[src/pkg/lsd_pkg.sv]
// Shared constants and types for the LCD segment and common drive block
package lsd_pkg;

   // ---------------------------------------------------------------
   // Panel geometry
   // ---------------------------------------------------------------
   localparam int SEGS_LARGE    = 32;
   localparam int SEGS_SMALL    = 24;
   localparam int NUM_COMS      = 4;
   localparam int KEY_SEG_FIRST = 16;
   localparam int KEY_SEG_NUM   = 8;
   localparam int NIB_SEG_NUM   = 4;

   // ---------------------------------------------------------------
   // Display memory indices (byte address is four times the index)
   // ---------------------------------------------------------------
   localparam logic [15:0] DMEM_FIRST_IDX      = 16'hFA40;
   localparam logic [15:0] DMEM_LAST_LARGE_IDX = 16'hFA5F;
   localparam logic [15:0] DMEM_LAST_SMALL_IDX = 16'hFA57;
   localparam logic [15:0] DMEM_NIB_LAST_IDX   = 16'hFA43;
   localparam logic [31:0] DMEM_BASE_ADDR      = {14'h0000, DMEM_FIRST_IDX, 2'b00};

   // ---------------------------------------------------------------
   // Control registers
   // ---------------------------------------------------------------
   localparam logic [31:0] CTRL_ADDR   = 32'h0000_0000;
   localparam logic [31:0] PAT_A_ADDR  = 32'h0000_0004;
   localparam logic [31:0] PAT_B_ADDR  = 32'h0000_0008;
   localparam logic [31:0] STAT_ADDR   = 32'h0000_000C;
   localparam int          CTRL_ON_BIT = 0;
   localparam int          CTRL_KS_BIT = 1;
   localparam int          CTRL_SL_LSB = 4;
   localparam int          CTRL_BI_LSB = 8;
   localparam logic [7:0]  PAT_RESET   = 8'h00;
   localparam int          STAT_PH_LSB  = 0;
   localparam int          STAT_COM_LSB = 4;
   localparam int          STAT_POL_BIT = 8;

   // ---------------------------------------------------------------
   // Timing
   // ---------------------------------------------------------------
   localparam int HCLK_PERIOD_NS     = 5;
   localparam int LCD_HALF_PERIOD_NS = 500000;
   localparam int LCD_HALF_CYCLES    = LCD_HALF_PERIOD_NS / HCLK_PERIOD_NS;

   // ---------------------------------------------------------------
   // Types
   // ---------------------------------------------------------------
   typedef enum logic [2:0] {
      LVL_GND  = 3'h0,
      LVL_MID1 = 3'h1,
      LVL_MID2 = 3'h2,
      LVL_MID3 = 3'h3,
      LVL_TOP  = 3'h4,
      LVL_VDD  = 3'h5
   } lsd_lvl_e;

   typedef enum logic [1:0] {
      SL_STATIC = 2'h0,
      SL_TWO    = 2'h1,
      SL_THREE  = 2'h2,
      SL_FOUR   = 2'h3
   } lsd_slice_e;

   typedef enum logic [1:0] {
      BI_STATIC  = 2'h0,
      BI_HALF    = 2'h1,
      BI_THIRD   = 2'h2,
      BI_QUARTER = 2'h3
   } lsd_bias_e;

   typedef enum logic [1:0] {
      PH_DISP   = 2'b00,
      PH_KEY_LO = 2'b01,
      PH_KEY_HI = 2'b11
   } lsd_phase_e;

endpackage

[src/hdl/lsd_level_enc.sv]
// Drive level select encoder for one common or segment line
`timescale 1ns/10ps
module lsd_level_enc
   import lsd_pkg::*;
(
   input  wire logic      is_com,
   input  wire logic      sel,
   input  wire logic      pol,
   input  wire logic      key,
   input  wire logic      kbit,
   input  wire lsd_bias_e bias,
   output lsd_lvl_e       level
);

   // ---------------------------------------------------------------
   // Level per bias, line kind and polarity
   // ---------------------------------------------------------------
   always_comb begin
      level = LVL_GND;
      if (key) begin
         level = kbit ? LVL_VDD : LVL_GND;
      end else begin
         unique case (bias)
            BI_STATIC: begin
               if (is_com || !sel)
                  level = pol ? LVL_GND : LVL_TOP;
               else
                  level = pol ? LVL_TOP : LVL_GND;
            end
            BI_HALF: begin
               if (is_com)
                  level = sel ? (pol ? LVL_GND : LVL_TOP) : LVL_MID1;
               else if (sel)
                  level = pol ? LVL_TOP : LVL_GND;
               else
                  level = pol ? LVL_GND : LVL_TOP;
            end
            BI_THIRD: begin
               if (is_com)
                  level = sel ? (pol ? LVL_GND : LVL_TOP)
                              : (pol ? LVL_MID1 : LVL_MID2);
               else if (sel)
                  level = pol ? LVL_TOP : LVL_GND;
               else
                  level = pol ? LVL_MID2 : LVL_MID1;
            end
            BI_QUARTER: begin
               if (is_com)
                  level = sel ? (pol ? LVL_TOP : LVL_GND)
                              : (pol ? LVL_MID3 : LVL_MID1);
               else if (sel)
                  level = pol ? LVL_GND : LVL_TOP;
               else
                  level = pol ? LVL_MID2 : LVL_MID1;
            end
         endcase
      end
   end

endmodule // lsd_level_enc

[src/hdl/lsd_dmem.sv]
// Display data memory, one byte per segment line
`timescale 1ns/10ps
module lsd_dmem
   import lsd_pkg::*;
#(
   parameter int DEPTH = SEGS_LARGE
)
(
   input  wire logic               hclk,
   input  wire logic               hresetn,
   input  wire logic               we,
   input  wire logic [4:0]         widx,
   input  wire logic [7:0]         wdata,
   input  wire logic [4:0]         ridx,
   output logic      [7:0]         rdata,
   output logic      [DEPTH*8-1:0] all_bytes
);

   localparam logic [4:0] NIB_LAST = 5'(DMEM_NIB_LAST_IDX - DMEM_FIRST_IDX);

   logic [7:0] mem_ff [DEPTH];

   // ---------------------------------------------------------------
   // Storage
   // ---------------------------------------------------------------
   always_ff @(posedge hclk or negedge hresetn) begin
      if (!hresetn) begin
         for (int i = 0; i < DEPTH; i++)
            mem_ff[i] <= 8'h00;
      end else if (we) begin
         if (widx <= NIB_LAST)
            mem_ff[widx] <= {4'h0, wdata[3:0]};
         else
            mem_ff[widx] <= wdata;
      end
   end

   assign rdata = mem_ff[ridx];

   always_comb begin
      for (int i = 0; i < DEPTH; i++)
         all_bytes[i*8 +: 8] = mem_ff[i];
   end

endmodule // lsd_dmem

[src/hdl/lsd_top.sv]
// LCD segment and common drive sequencer with AHB-Lite register access
//
// Notes on behaviour
// - Large part: 32 segments from 32 bytes
// - Small part: 24 segments from 24 bytes
// - Common k active selects bit k
// - Bit one selects, bit zero deselects
// - Key-scan period takes patterns, not memory
// - Low nibble first half, high second
// - Segments 16 to 23 follow pattern bits
// - Unused high bits per mode ignored
// - First four bytes upper nibble reads zero
// - Only select on both gives on-voltage
// - Static: commons top/ground, segments by phase
// - Half bias levels and phases
// - Third bias levels and phases
// - Quarter bias levels and phases
// - Key-scan commons held at deselect level
// - Key-scan segments drive supply or ground
// - Commons activated in turn by slices
// - One key-scan slice after each cycle
// - Static mode drives all commons alike
//
// Local design decisions: register access over AHB-Lite and the register offsets.
`timescale 1ns/10ps
module lsd_top
   import lsd_pkg::*;
#(
   parameter int          NUM_SEGS    = SEGS_LARGE,
   parameter int unsigned HALF_CYCLES = LCD_HALF_CYCLES
)
(
   input  wire logic                  hclk,
   input  wire logic                  hresetn,
   input  wire logic                  hsel,
   input  wire logic [31:0]           haddr,
   input  wire logic [1:0]            htrans,
   input  wire logic                  hwrite,
   input  wire logic [2:0]            hsize,
   input  wire logic [31:0]           hwdata,
   input  wire logic                  hready,
   output logic      [31:0]           hrdata,
   output logic                       hreadyout,
   output logic                       hresp,
   output logic      [NUM_COMS*3-1:0] com_level,
   output logic      [NUM_SEGS*3-1:0] seg_level,
   output logic      [1:0]            keyscan_phase,
   output logic                       lcd_polarity
);

   // ---------------------------------------------------------------
   // Declarations
   // ---------------------------------------------------------------
   logic                  ap_wr_ff;
   logic [31:0]           ap_addr_ff;
   logic [31:0]           hrdata_ff;
   logic                  disp_on_ff;
   logic                  segment_keyscan_enable_ff;
   lsd_slice_e            slice_ff;
   lsd_bias_e             bias_ff;
   logic [7:0]            keyscan_pattern_reg_a_ff;
   logic [7:0]            keyscan_pattern_reg_b_ff;
   logic [31:0]           div_ff;
   logic                  tick;
   logic                  pol_ff;
   logic [1:0]            com_ff;
   lsd_phase_e            phase_ff;
   lsd_phase_e            nxt_phase;
   logic [1:0]            nxt_com;
   logic [1:0]            last_com;
   logic                  ap_take;
   logic                  dm_we;
   logic [7:0]            dm_rdata;
   logic [NUM_SEGS*8-1:0] dm_bytes;
   logic [NUM_COMS-1:0]   com_sel;
   logic [NUM_SEGS-1:0]   seg_sel;
   logic [NUM_SEGS-1:0]   seg_key;
   logic [NUM_SEGS-1:0]   seg_kbit;
   lsd_lvl_e              com_lvl [NUM_COMS];
   lsd_lvl_e              seg_lvl [NUM_SEGS];
   logic [NUM_COMS*3-1:0] com_level_ff;
   logic [NUM_SEGS*3-1:0] seg_level_ff;
   lsd_phase_e            phase_out_ff;
   logic                  pol_out_ff;

   // ---------------------------------------------------------------
   // Address decode
   // ---------------------------------------------------------------
   function automatic logic dm_hit(input logic [31:0] a);
      dm_hit = (a[31:7] == DMEM_BASE_ADDR[31:7]) && (a[1:0] == 2'b00)
               && (32'(a[6:2]) < 32'(NUM_SEGS));
   endfunction

   function automatic logic [31:0] rd_mux(input logic [31:0] a, input logic [7:0] dm);
      rd_mux = 32'h0000_0000;
      if (dm_hit(a))
         rd_mux = {24'h000000, dm};
      else if (a == CTRL_ADDR) begin
         rd_mux[CTRL_ON_BIT]            = disp_on_ff;
         rd_mux[CTRL_KS_BIT]            = segment_keyscan_enable_ff;
         rd_mux[CTRL_SL_LSB +: 2]       = slice_ff;
         rd_mux[CTRL_BI_LSB +: 2]       = bias_ff;
      end else if (a == PAT_A_ADDR)
         rd_mux = {24'h000000, keyscan_pattern_reg_a_ff};
      else if (a == PAT_B_ADDR)
         rd_mux = {24'h000000, keyscan_pattern_reg_b_ff};
      else if (a == STAT_ADDR) begin
         rd_mux[STAT_PH_LSB +: 2]       = phase_ff;
         rd_mux[STAT_COM_LSB +: 2]      = com_ff;
         rd_mux[STAT_POL_BIT]           = pol_ff;
      end
   endfunction

   // ---------------------------------------------------------------
   // AHB-Lite slave, zero wait states
   // ---------------------------------------------------------------
   assign ap_take   = hsel && htrans[1] && hready;
   assign hreadyout = 1'b1;
   assign hresp     = 1'b0;
   assign hrdata    = hrdata_ff;

   always_ff @(posedge hclk or negedge hresetn) begin
      if (!hresetn) begin
         ap_wr_ff   <= 1'b0;
         ap_addr_ff <= 32'h0000_0000;
      end else if (hready) begin
         ap_wr_ff   <= ap_take && hwrite;
         ap_addr_ff <= haddr;
      end
   end

   always_ff @(posedge hclk or negedge hresetn) begin
      if (!hresetn)
         hrdata_ff <= 32'h0000_0000;
      else if (ap_take && !hwrite)
         hrdata_ff <= rd_mux(haddr, dm_rdata);
   end

   // Control and pattern registers
   always_ff @(posedge hclk or negedge hresetn) begin
      if (!hresetn) begin
         disp_on_ff                <= 1'b0;
         segment_keyscan_enable_ff <= 1'b0;
         slice_ff                  <= SL_STATIC;
         bias_ff                   <= BI_STATIC;
      end else if (ap_wr_ff && ap_addr_ff == CTRL_ADDR) begin
         disp_on_ff                <= hwdata[CTRL_ON_BIT];
         segment_keyscan_enable_ff <= hwdata[CTRL_KS_BIT];
         slice_ff                  <= lsd_slice_e'(hwdata[CTRL_SL_LSB +: 2]);
         bias_ff                   <= lsd_bias_e'(hwdata[CTRL_BI_LSB +: 2]);
      end
   end

   always_ff @(posedge hclk or negedge hresetn) begin
      if (!hresetn) begin
         keyscan_pattern_reg_a_ff <= PAT_RESET;
         keyscan_pattern_reg_b_ff <= PAT_RESET;
      end else if (ap_wr_ff) begin
         if (ap_addr_ff == PAT_A_ADDR)
            keyscan_pattern_reg_a_ff <= hwdata[7:0];
         if (ap_addr_ff == PAT_B_ADDR)
            keyscan_pattern_reg_b_ff <= hwdata[7:0];
      end
   end

   assign dm_we = ap_wr_ff && dm_hit(ap_addr_ff);

   lsd_dmem #(
      .DEPTH     (NUM_SEGS)
   ) u_dmem (
      .hclk      (hclk),
      .hresetn   (hresetn),
      .we        (dm_we),
      .widx      (ap_addr_ff[6:2]),
      .wdata     (hwdata[7:0]),
      .ridx      (haddr[6:2]),
      .rdata     (dm_rdata),
      .all_bytes (dm_bytes)
   );

   // ---------------------------------------------------------------
   // LCD clock divider and polarity
   // ---------------------------------------------------------------
   assign tick = (div_ff == 32'(HALF_CYCLES - 1));

   always_ff @(posedge hclk or negedge hresetn) begin
      if (!hresetn)
         div_ff <= 32'h0000_0000;
      else if (!disp_on_ff || tick)
         div_ff <= 32'h0000_0000;
      else
         div_ff <= div_ff + 32'h0000_0001;
   end

   always_ff @(posedge hclk or negedge hresetn) begin
      if (!hresetn)
         pol_ff <= 1'b0;
      else if (!disp_on_ff)
         pol_ff <= 1'b0;
      else if (tick)
         pol_ff <= !pol_ff;
   end

   // ---------------------------------------------------------------
   // Slice sequencer
   // ---------------------------------------------------------------
   always_comb begin
      unique case (slice_ff)
         SL_STATIC: last_com = 2'h0;
         SL_TWO:    last_com = 2'h1;
         SL_THREE:  last_com = 2'h2;
         SL_FOUR:   last_com = 2'h3;
      endcase
   end

   always_comb begin
      nxt_phase = phase_ff;
      nxt_com   = com_ff;
      unique case (phase_ff)
         PH_DISP: begin
            if (com_ff >= last_com) begin
               nxt_com = 2'h0;
               if (segment_keyscan_enable_ff)
                  nxt_phase = PH_KEY_LO;
            end else begin
               nxt_com = com_ff + 2'h1;
            end
         end
         PH_KEY_LO: nxt_phase = PH_KEY_HI;
         PH_KEY_HI: nxt_phase = PH_DISP;
         default:   nxt_phase = PH_DISP;
      endcase
   end

   // A slice is one full LCD clock period; key halves are half periods
   always_ff @(posedge hclk or negedge hresetn) begin
      if (!hresetn) begin
         phase_ff <= PH_DISP;
         com_ff   <= 2'h0;
      end else if (!disp_on_ff) begin
         phase_ff <= PH_DISP;
         com_ff   <= 2'h0;
      end else if (tick) begin
         if (phase_ff != PH_DISP)
            phase_ff <= nxt_phase;
         else if (pol_ff) begin
            phase_ff <= nxt_phase;
            com_ff   <= nxt_com;
         end
      end
   end

   // ---------------------------------------------------------------
   // Select decisions
   // ---------------------------------------------------------------
   always_comb begin
      for (int c = 0; c < NUM_COMS; c++)
         com_sel[c] = (phase_ff == PH_DISP)
                      && ((slice_ff == SL_STATIC) || (2'(c) == com_ff));
   end

   always_comb begin
      for (int s = 0; s < NUM_SEGS; s++) begin
         seg_sel[s]  = (phase_ff == PH_DISP) && dm_bytes[s*8 + int'(com_ff)];
         seg_key[s]  = (phase_ff != PH_DISP) && (s >= KEY_SEG_FIRST)
                       && (s < KEY_SEG_FIRST + KEY_SEG_NUM);
         seg_kbit[s] = 1'b0;
         if (seg_key[s]) begin
            if (s < KEY_SEG_FIRST + NIB_SEG_NUM)
               seg_kbit[s] = keyscan_pattern_reg_a_ff[(s - KEY_SEG_FIRST)
                              + ((phase_ff == PH_KEY_HI) ? NIB_SEG_NUM : 0)];
            else
               seg_kbit[s] = keyscan_pattern_reg_b_ff[(s - KEY_SEG_FIRST - NIB_SEG_NUM)
                              + ((phase_ff == PH_KEY_HI) ? NIB_SEG_NUM : 0)];
         end
      end
   end

   // ---------------------------------------------------------------
   // Level encoders
   // ---------------------------------------------------------------
   for (genvar c = 0; c < NUM_COMS; c++) begin : g_com
      lsd_level_enc u_enc (
         .is_com (1'b1),
         .sel    (com_sel[c]),
         .pol    (pol_ff),
         .key    (1'b0),
         .kbit   (1'b0),
         .bias   (bias_ff),
         .level  (com_lvl[c])
      );
   end

   for (genvar s = 0; s < NUM_SEGS; s++) begin : g_seg
      lsd_level_enc u_enc (
         .is_com (1'b0),
         .sel    (seg_sel[s]),
         .pol    (pol_ff),
         .key    (seg_key[s]),
         .kbit   (seg_kbit[s]),
         .bias   (bias_ff),
         .level  (seg_lvl[s])
      );
   end

   // ---------------------------------------------------------------
   // Registered outputs, ground while display is off
   // ---------------------------------------------------------------
   always_ff @(posedge hclk or negedge hresetn) begin
      if (!hresetn) begin
         com_level_ff <= '0;
         seg_level_ff <= '0;
         phase_out_ff <= PH_DISP;
         pol_out_ff   <= 1'b0;
      end else begin
         // Phase and polarity ride in step with the level pins
         phase_out_ff <= phase_ff;
         pol_out_ff   <= pol_ff;
         for (int c = 0; c < NUM_COMS; c++)
            com_level_ff[c*3 +: 3] <= disp_on_ff ? com_lvl[c] : LVL_GND;
         for (int s = 0; s < NUM_SEGS; s++)
            seg_level_ff[s*3 +: 3] <= disp_on_ff ? seg_lvl[s] : LVL_GND;
      end
   end

   assign com_level     = com_level_ff;
   assign seg_level     = seg_level_ff;
   assign keyscan_phase = phase_out_ff;
   assign lcd_polarity  = pol_out_ff;

endmodule // lsd_top

[config.mk]
export PLATFORM = sky130hd
export DESIGN_NAME = lsd_top
export DESIGN_NICKNAME = d
export VERILOG_FILES = /design/src/pkg/lsd_pkg.sv /design/src/hdl/lsd_level_enc.sv /design/src/hdl/lsd_dmem.sv /design/src/hdl/lsd_top.sv
export SDC_FILE = /design/constraint.sdc
export NUM_CORES = 1
export LEC_CHECK = 0
export ABC_AREA = 1
export ABC_CLOCK_PERIOD_IN_PS = 4800
export BUFFER_PORTS_ARGS = -buffer_cell sky130_fd_sc_hd__buf_2
export CORE_ASPECT_RATIO = 1.1
export CORE_MARGIN = 5
export CORE_UTILIZATION = 60
export DETAILED_ROUTE_END_ITERATION = 8
export PLACE_DENSITY = 0.8
export SYNTH_ARGS = -nofsm -noshare
export SYNTH_HDL_FRONTEND = slang
export SYNTH_SLANG_ARGS = --single-unit
export TNS_END_PERCENT = 50
[constraint.sdc]
create_clock -name hclk -period 4.8 [get_ports hclk]
set_clock_uncertainty 0.05 [all_clocks]
set_input_delay 0.24 -clock hclk [delete_from_list [all_inputs] [get_ports hclk]]
set_output_delay 0.24 -clock hclk [all_outputs]
set_load 0.1 [all_outputs]
Word-level counts from Yosys, hierarchy flattened
Index checks and enable logic that the tools add are counted.
{"block": "word_totals", "regBits": 491, "input_bits": 74, "out_inout_bits": 145, "wordCells": 588}
{"block": "op_classes", "addsub": 36, "order_cmp": 41, "n_eq_ne": 24, "mux": 369, "n_bitwise": 2, "n_reduce_logical": 67}
{"op": "bitwise mux 256 bit", "count": 2}
{"op": "2-to-1 mux 3 bit", "count": 163}
{"op": "case mux 3 bit (3 select lines)", "count": 32}
{"op": "2-to-1 mux 256 bit", "count": 1}
{"op": "binary-select mux 1 bit (select 8 bit)", "count": 31}
{"op": "adder 8 x 2 -> 9 bit, first input constant", "count": 16}
{"op": "< comparator 9 bit, second input constant", "count": 16}
{"op": "== test 32 x 4 -> 1 bit, second input constant", "count": 3}
{"op": "< comparator 32 x 5 -> 1 bit, second input constant", "count": 3}
{"op": "2-to-1 mux 1 bit", "count": 91}
{"op": "< comparator 8 x 9 -> 1 bit, second input constant", "count": 8}
{"op": "adder 7 x 2 -> 8 bit, first input constant", "count": 8}
{"op": "== test 32 x 3 -> 1 bit, second input constant", "count": 2}
{"op": "logical NOT 32 bit", "count": 2}
{"op": "2-to-1 mux 32 bit", "count": 2}
{"op": "2-to-1 mux 2 bit", "count": 26}
{"op": "== test 25 x 11 -> 1 bit, second input constant", "count": 2}
{"op": "case mux 3 bit (4 select lines)", "count": 4}
{"op": "logical AND 1 bit", "count": 45}
{"op": "binary-select mux 8 bit (select 5 bit)", "count": 1}
{"op": "demux 8 bit (select 5 bit)", "count": 1}
{"op": "< comparator 7 x 9 -> 1 bit, second input constant", "count": 4}
{"op": "adder 2 x 32 -> 32 bit, first input constant", "count": 1}
{"op": "adder 3 x 32 -> 32 bit, first input constant", "count": 1}
{"op": "36 further kinds", "count": 74}

Depth between registers and ports, before layout
{"block": "depth", "word_depth": 10, "ltp_mapped": 15, "mapped_depth_nobuf": 13}

Hierarchy
Synthesis repeated with hierarchy kept, for this count alone.
{"block": "unflattened", "cells_unflattened": 4626, "hier_area_um2": 30812.1}
{"mod": "lsd_dmem", "n_inst": 1, "cells_each": 1503, "area_per_inst_um2": 11737.5, "seq_area_each_um2": 6406.1}
{"mod": "lsd_top", "n_inst": 1, "cells_each": 1395, "area_per_inst_um2": 10786.6, "seq_area_each_um2": 5330.1}
{"mod": "lsd_level_enc", "n_inst": 36, "cells_each": 48, "area_per_inst_um2": 230.2, "seq_area_each_um2": 0.0}

Worst setup path after synthesis
No wires, ideal clock.
{"block": "synth_path", "kind": "reg-to-reg", "from": "reg pol_ff", "to": "reg seg_level_ff[56] (netlist: seg_level[56])", "setup_ps": 94, "arrival_time_ps": 3728, "required_time_ps": 4656, "setup_slack_ps": 928, "path_stages_with_launch": 6, "n_path_buf": 0, "period_less_slack_ps": 3872, "path_cell_list": "dfrtp_1 inv_1 ha_1 nand2_1 o221ai_1 a211oi_1"}
{"block": "synth_via", "elab_chain_len": 5, "elab_cells_between_ends": 8, "cone_classes": "mux (8)"}
{"item": "start, declared", "line": "lsd_top.sv:65", "source": "logic pol_ff;"}
{"item": "start signal, assigned", "line": "lsd_top.sv:201", "source": "pol_ff <= !pol_ff;"}
{"item": "2-to-1 mux 3 bit, on equally long branches (2 in a row)"}
{"item": "case mux 3 bit (3 select lines) *", "line": "lsd_level_enc.sv:23", "source": "unique case (bias)"}
{"item": "2-to-1 mux 3 bit *", "line": "lsd_level_enc.sv:20", "source": "if (key) begin"}
{"item": "2-to-1 mux 3 bit *", "line": "lsd_top.sv:322", "source": "seg_level_ff[s*3 +: 3] <= disp_on_ff ? seg_lvl[s] : LVL_GND;"}
{"item": "end signal, assigned by index", "line": "lsd_top.sv:322"}
{"item": "end, declared", "line": "lsd_top.sv:82", "source": "logic [NUM_SEGS*3-1:0] seg_level_ff;"}
Every way passes the cells marked *; elsewhere a longest branch is shown, timed or not.
A chain may end at the register's enable or synchronous reset.

Worst setup path in the final report
{"block": "layout_path", "from": "reg phase_ff[1]", "to": "reg seg_level_ff[56] (netlist: seg_level[56])"}
{"block": "layout_via", "elab_chain_len": 10, "elab_cells_between_ends": 17, "cone_classes": "add/sub (1); eq/ne (1); mux (12); reduce/logical (3)"}
{"item": "start, declared", "line": "lsd_top.sv:67", "source": "lsd_phase_e phase_ff;"}
{"item": "start signal, assigned", "line": "lsd_top.sv:245", "source": "phase_ff <= nxt_phase;"}
{"item": "start signal, assigned", "line": "lsd_top.sv:247", "source": "phase_ff <= nxt_phase;"}
{"item": "== test 2 bit", "line": "lsd_top.sv:271", "source": "+ ((phase_ff == PH_KEY_HI) ? NIB_SEG_NUM : 0)];"}
{"item": "2-to-1 mux 3 bit", "line": "lsd_top.sv:271"}
{"item": "adder 3 x 32 -> 32 bit", "line": "lsd_top.sv:271"}
{"item": "binary-select mux 1 bit (select 3 bit)", "line": "lsd_top.sv:270", "source": "seg_kbit[s] = keyscan_pattern_reg_a_ff[(s - KEY_SEG_FIRST)"}
{"item": "2-to-1 mux 1 bit (2 in a row)", "line": "lsd_top.sv:271"}
{"item": "2-to-1 mux 1 bit", "line": "lsd_top.sv:268", "source": "if (seg_key[s]) begin"}
{"item": "2-to-1 mux 3 bit", "line": "lsd_level_enc.sv:21", "source": "level = kbit ? LVL_VDD : LVL_GND;"}
{"item": "2-to-1 mux 3 bit *", "line": "lsd_level_enc.sv:20"}
{"item": "2-to-1 mux 3 bit *", "line": "lsd_top.sv:322"}
Every way passes the cells marked *; elsewhere a longest branch is shown, timed or not. The select of a mux whose other input is x is not followed.

==> results.md <==
* HP Class: in -> reg
* Top cells by area, synth: dfrtp_1 (47%), nand2_1 (11%), ha_1 (6.8%), nor2_1 (4.3%), inv_1 (4.1%)
* Worst setup SP type: flop
* Setup Fix Bufs, Post-CTS at 0
* # setup viols final at 0
* CTS Sinks at 469
* Vias per inst at 5.78
* Number of warning messages in the yosys log at 0
* RR Startpoint: phase_ff[1]
* Layout fillers at 3252
* Synthesis-to-finish area growth at 11.8%
* Initial Utilization at 0.605
* Clock share of power at 0.459
* Root buffer cell: clkbuf_16
* Iter 0 DRT Violations at 2021
* MaxCap Viol Count at 0
* Antenna fix cells at 0
* EDFF count, synth at 0
* Maximum operating frequency at 320 MHz
* Placed wire-length estimate at 44900 um
* Run status: completed
* WP data required at 5.23 ns
* Layout cell share with drive strength beyond 1 at 0.138
* Cell depth of the worst min-delay path at 3
* GP Congestion at 0.911
* Chip width at 204 um
* Clock Latency Late Sink at 0.59 ns
* Synth top area share at 0.471
* Core ar. at 0.0412 mm^2
* RSZ-0062 raised after global routing: false
* Largest area contributor in the netlist: dfrtp_1
* Crit path max fanout at 25
* Worst reg2reg path depth at 10
* Row cnt at 78
* Pwr Density at 312 mW/mm^2
* I/O Pins at 219
* Drt first pass iters at 6
* Worst Setup SP: phase_ff[1]
* WP data arrival at 3.56 ns
* Inserted Clock Buffers at 48
* Max-slew headroom at 0.193
* Netlist Area Pre-Place at 0.0249 mm^2
* Switch Pwr at 2.17 mW
* Max VDD drop at 0.000211 V
* Synth cell count leaders: nand2_1 (733), dfrtp_1 (469), nor2_1 (286)
* Final count of hold timing violations at 0
* Clock transition at path regs at 0.06 ns
* Cts repair resizes at 0
* Via count at 21400
* Synthesized area per cell at 8.37 um^2
* Port-buffer cells at 168
* Initial antenna violation count at 1
* Crit end category: flop
* Tot GR Track Use at 0.296
* Die Height at 224 um
* Fin worst setup slack at 1.67 ns
* Largest net degree at the start of global routing at 122
* Hold Buf Count CTS at 37
* CTS max path bufs at 3
* Gr ovfl total at 0
* Post-synth top flop: dfrtp_1
* ANT nets after route at 0
* CTS tree: built
* Slew Limit Fails at 0
* Synth cell types at 48
* Vias in the first global route at 20100
* CTS HTree Levels at 2
* Setup Crit Path Kind: reg -> reg
* Yosys reg bits at 469
* Logic pwr share at 0.080
* Critical Path Sink: seg_level[56]
* Slew of the pin with the lowest slew margin at 1.21 ns
* Synth async-reset ratio at 1.00
* Post-Syn Instances at 2979
* Hold_sp: haddr[5]
* R2R Path End: seg_level[56]
* Post-Route Setup TNS at 0 ns
* Dpl ws at 1.76 ns
* Final routed wire length divided by cell count at 18.6 um
* Sw Share at 0.250
* Seq pwr share at 0.462
* Lkg Pwr at 14.8 nW
* Layout Nets at 3317
* Crit path time final at 3.13 ns
* Flop-to-flop setup slack at 1.67 ns
* Share of the clock period used by the worst path at 0.652
* Top-count cell post-synth: nand2_1
* First-pass GRT wire length at 109000 um
* DRC errors left at 0
* Total wire length at 69100 um
* Int Pwr at 6.51 mW
* Die area at 0.0457 mm^2
* Sequential element share of the synthesized area at 0.471
==> layer usage <==
metal / part of all wire / vias up / wire length [um] / GRT usage
li1: - / 9890 / - / -
met1: 0.41 / 10200 / 28300 / 0.410
met2: 0.47 / 1079 / 32300 / 0.479
met3: 0.085 / 229 / 5880 / 0.0446
met4: 0.039 / 2 / 2680 / 0.106
met5: 0.00019 / - / 13 / 0
==> worst min path at each step <==
stage | end
2_1_floorplan | async pin
3_3_place_gp | phase_ff[1]
3_5_place_dp | phase_ff[0]
4_1_cts | ap_addr_ff[5]
5_1_grt | ap_addr_ff[5]
6_report | ap_addr_ff[5]
==> stage by stage <==
| step | utilization | power (mW) | cell area (um^2) | hold slack, ns | instances |
|---|---|---|---|---|---|
| floorplan | - | 4.51 | 25000 | -0.106 | 3001 |
| global placement | 0.627 | 4.73 | 25800 | 0.230 | 3581 |
| detailed placement | 0.627 | 4.74 | 25800 | 0.237 | 3581 |
| CTS | 0.677 | 8.72 | 27900 | 0.0460 | 3706 |
| global route | 0.677 | 8.94 | 27900 | 0.125 | 3706 |
| finish | 0.677 | 8.69 | 27900 | 0.0900 | 3706 |
==> placed cells by master, fill, tap and decap left out, types with 27 or more instances in the layout <==
cell             n
ha_1           135
nand2_1        732
nor2_1         285
nand3_4         27
nor3_1          27
buf_2          167
nand4_1         48
inv_1          265
nand3_1        143
o21ai_0        123
dlygate4sd3_1   37
buf_4           32
a21oi_1        163
o21ai_2         54
o21ai_1        196
clkbuf_16       49
dfrtp_1        467
==> worst max-delay path, cell delays in order, from the launching register on <==
cell,delay (ns)
dfrtp_1,0.48
nor2_1,0.14
buf_4,0.26
inv_1,0.45
buf_4,0.39
a21oi_1,0.33
inv_1,0.13
ha_1,0.31
nand2_1,0.07
o221ai_1,0.11
a211oi_1,0.27
==> power by group through the flow <==
stage / Sequential (mW) / Clock (mW) / Combinational, mW
after floorplan: 4.13 / 0 / 0.385
after global routing: 4.01 / 4.18 / 0.744
after global placement: 4.08 / 0 / 0.647
after CTS: 4.01 / 4.03 / 0.684
after detailed placement: 4.08 / 0 / 0.657
final: 4.01 / 3.98 / 0.694
==> logic make-up (layout without fill, tap and decap cells) <==
| logic type | after synthesis | after routing | share of synthesized area |
|---|---|---|---|
| other | 2 | 24 | 0.000301 |
| AO/OA/AOI/OAI | 577 | 577 | 0.132 |
| multiplexers | 2 | 2 | 0.000903 |
| flip-flops | 469 | 469 | 0.471 |
| XOR/XNOR | 19 | 19 | 0.00667 |
| buffers and inverters | 467 | 612 | 0.0851 |
| AND/OR/NAND/NOR | 1308 | 1308 | 0.237 |
| adder cells (fa/ha/maj) | 135 | 135 | 0.0677 |
==> layout make-up <==
type	count	area, um^2	area share
clock buffer	66	1420	0.0509
multi-input combinational	2065	11200	0.401
inverter	285	1070	0.0385
sequential	469	11700	0.421
clock inverter	22	274	0.00983
timing repair buffer	239	1500	0.0539
tap	560	701	0.0251
No activity file was read; power rests on OpenSTA's default activity.
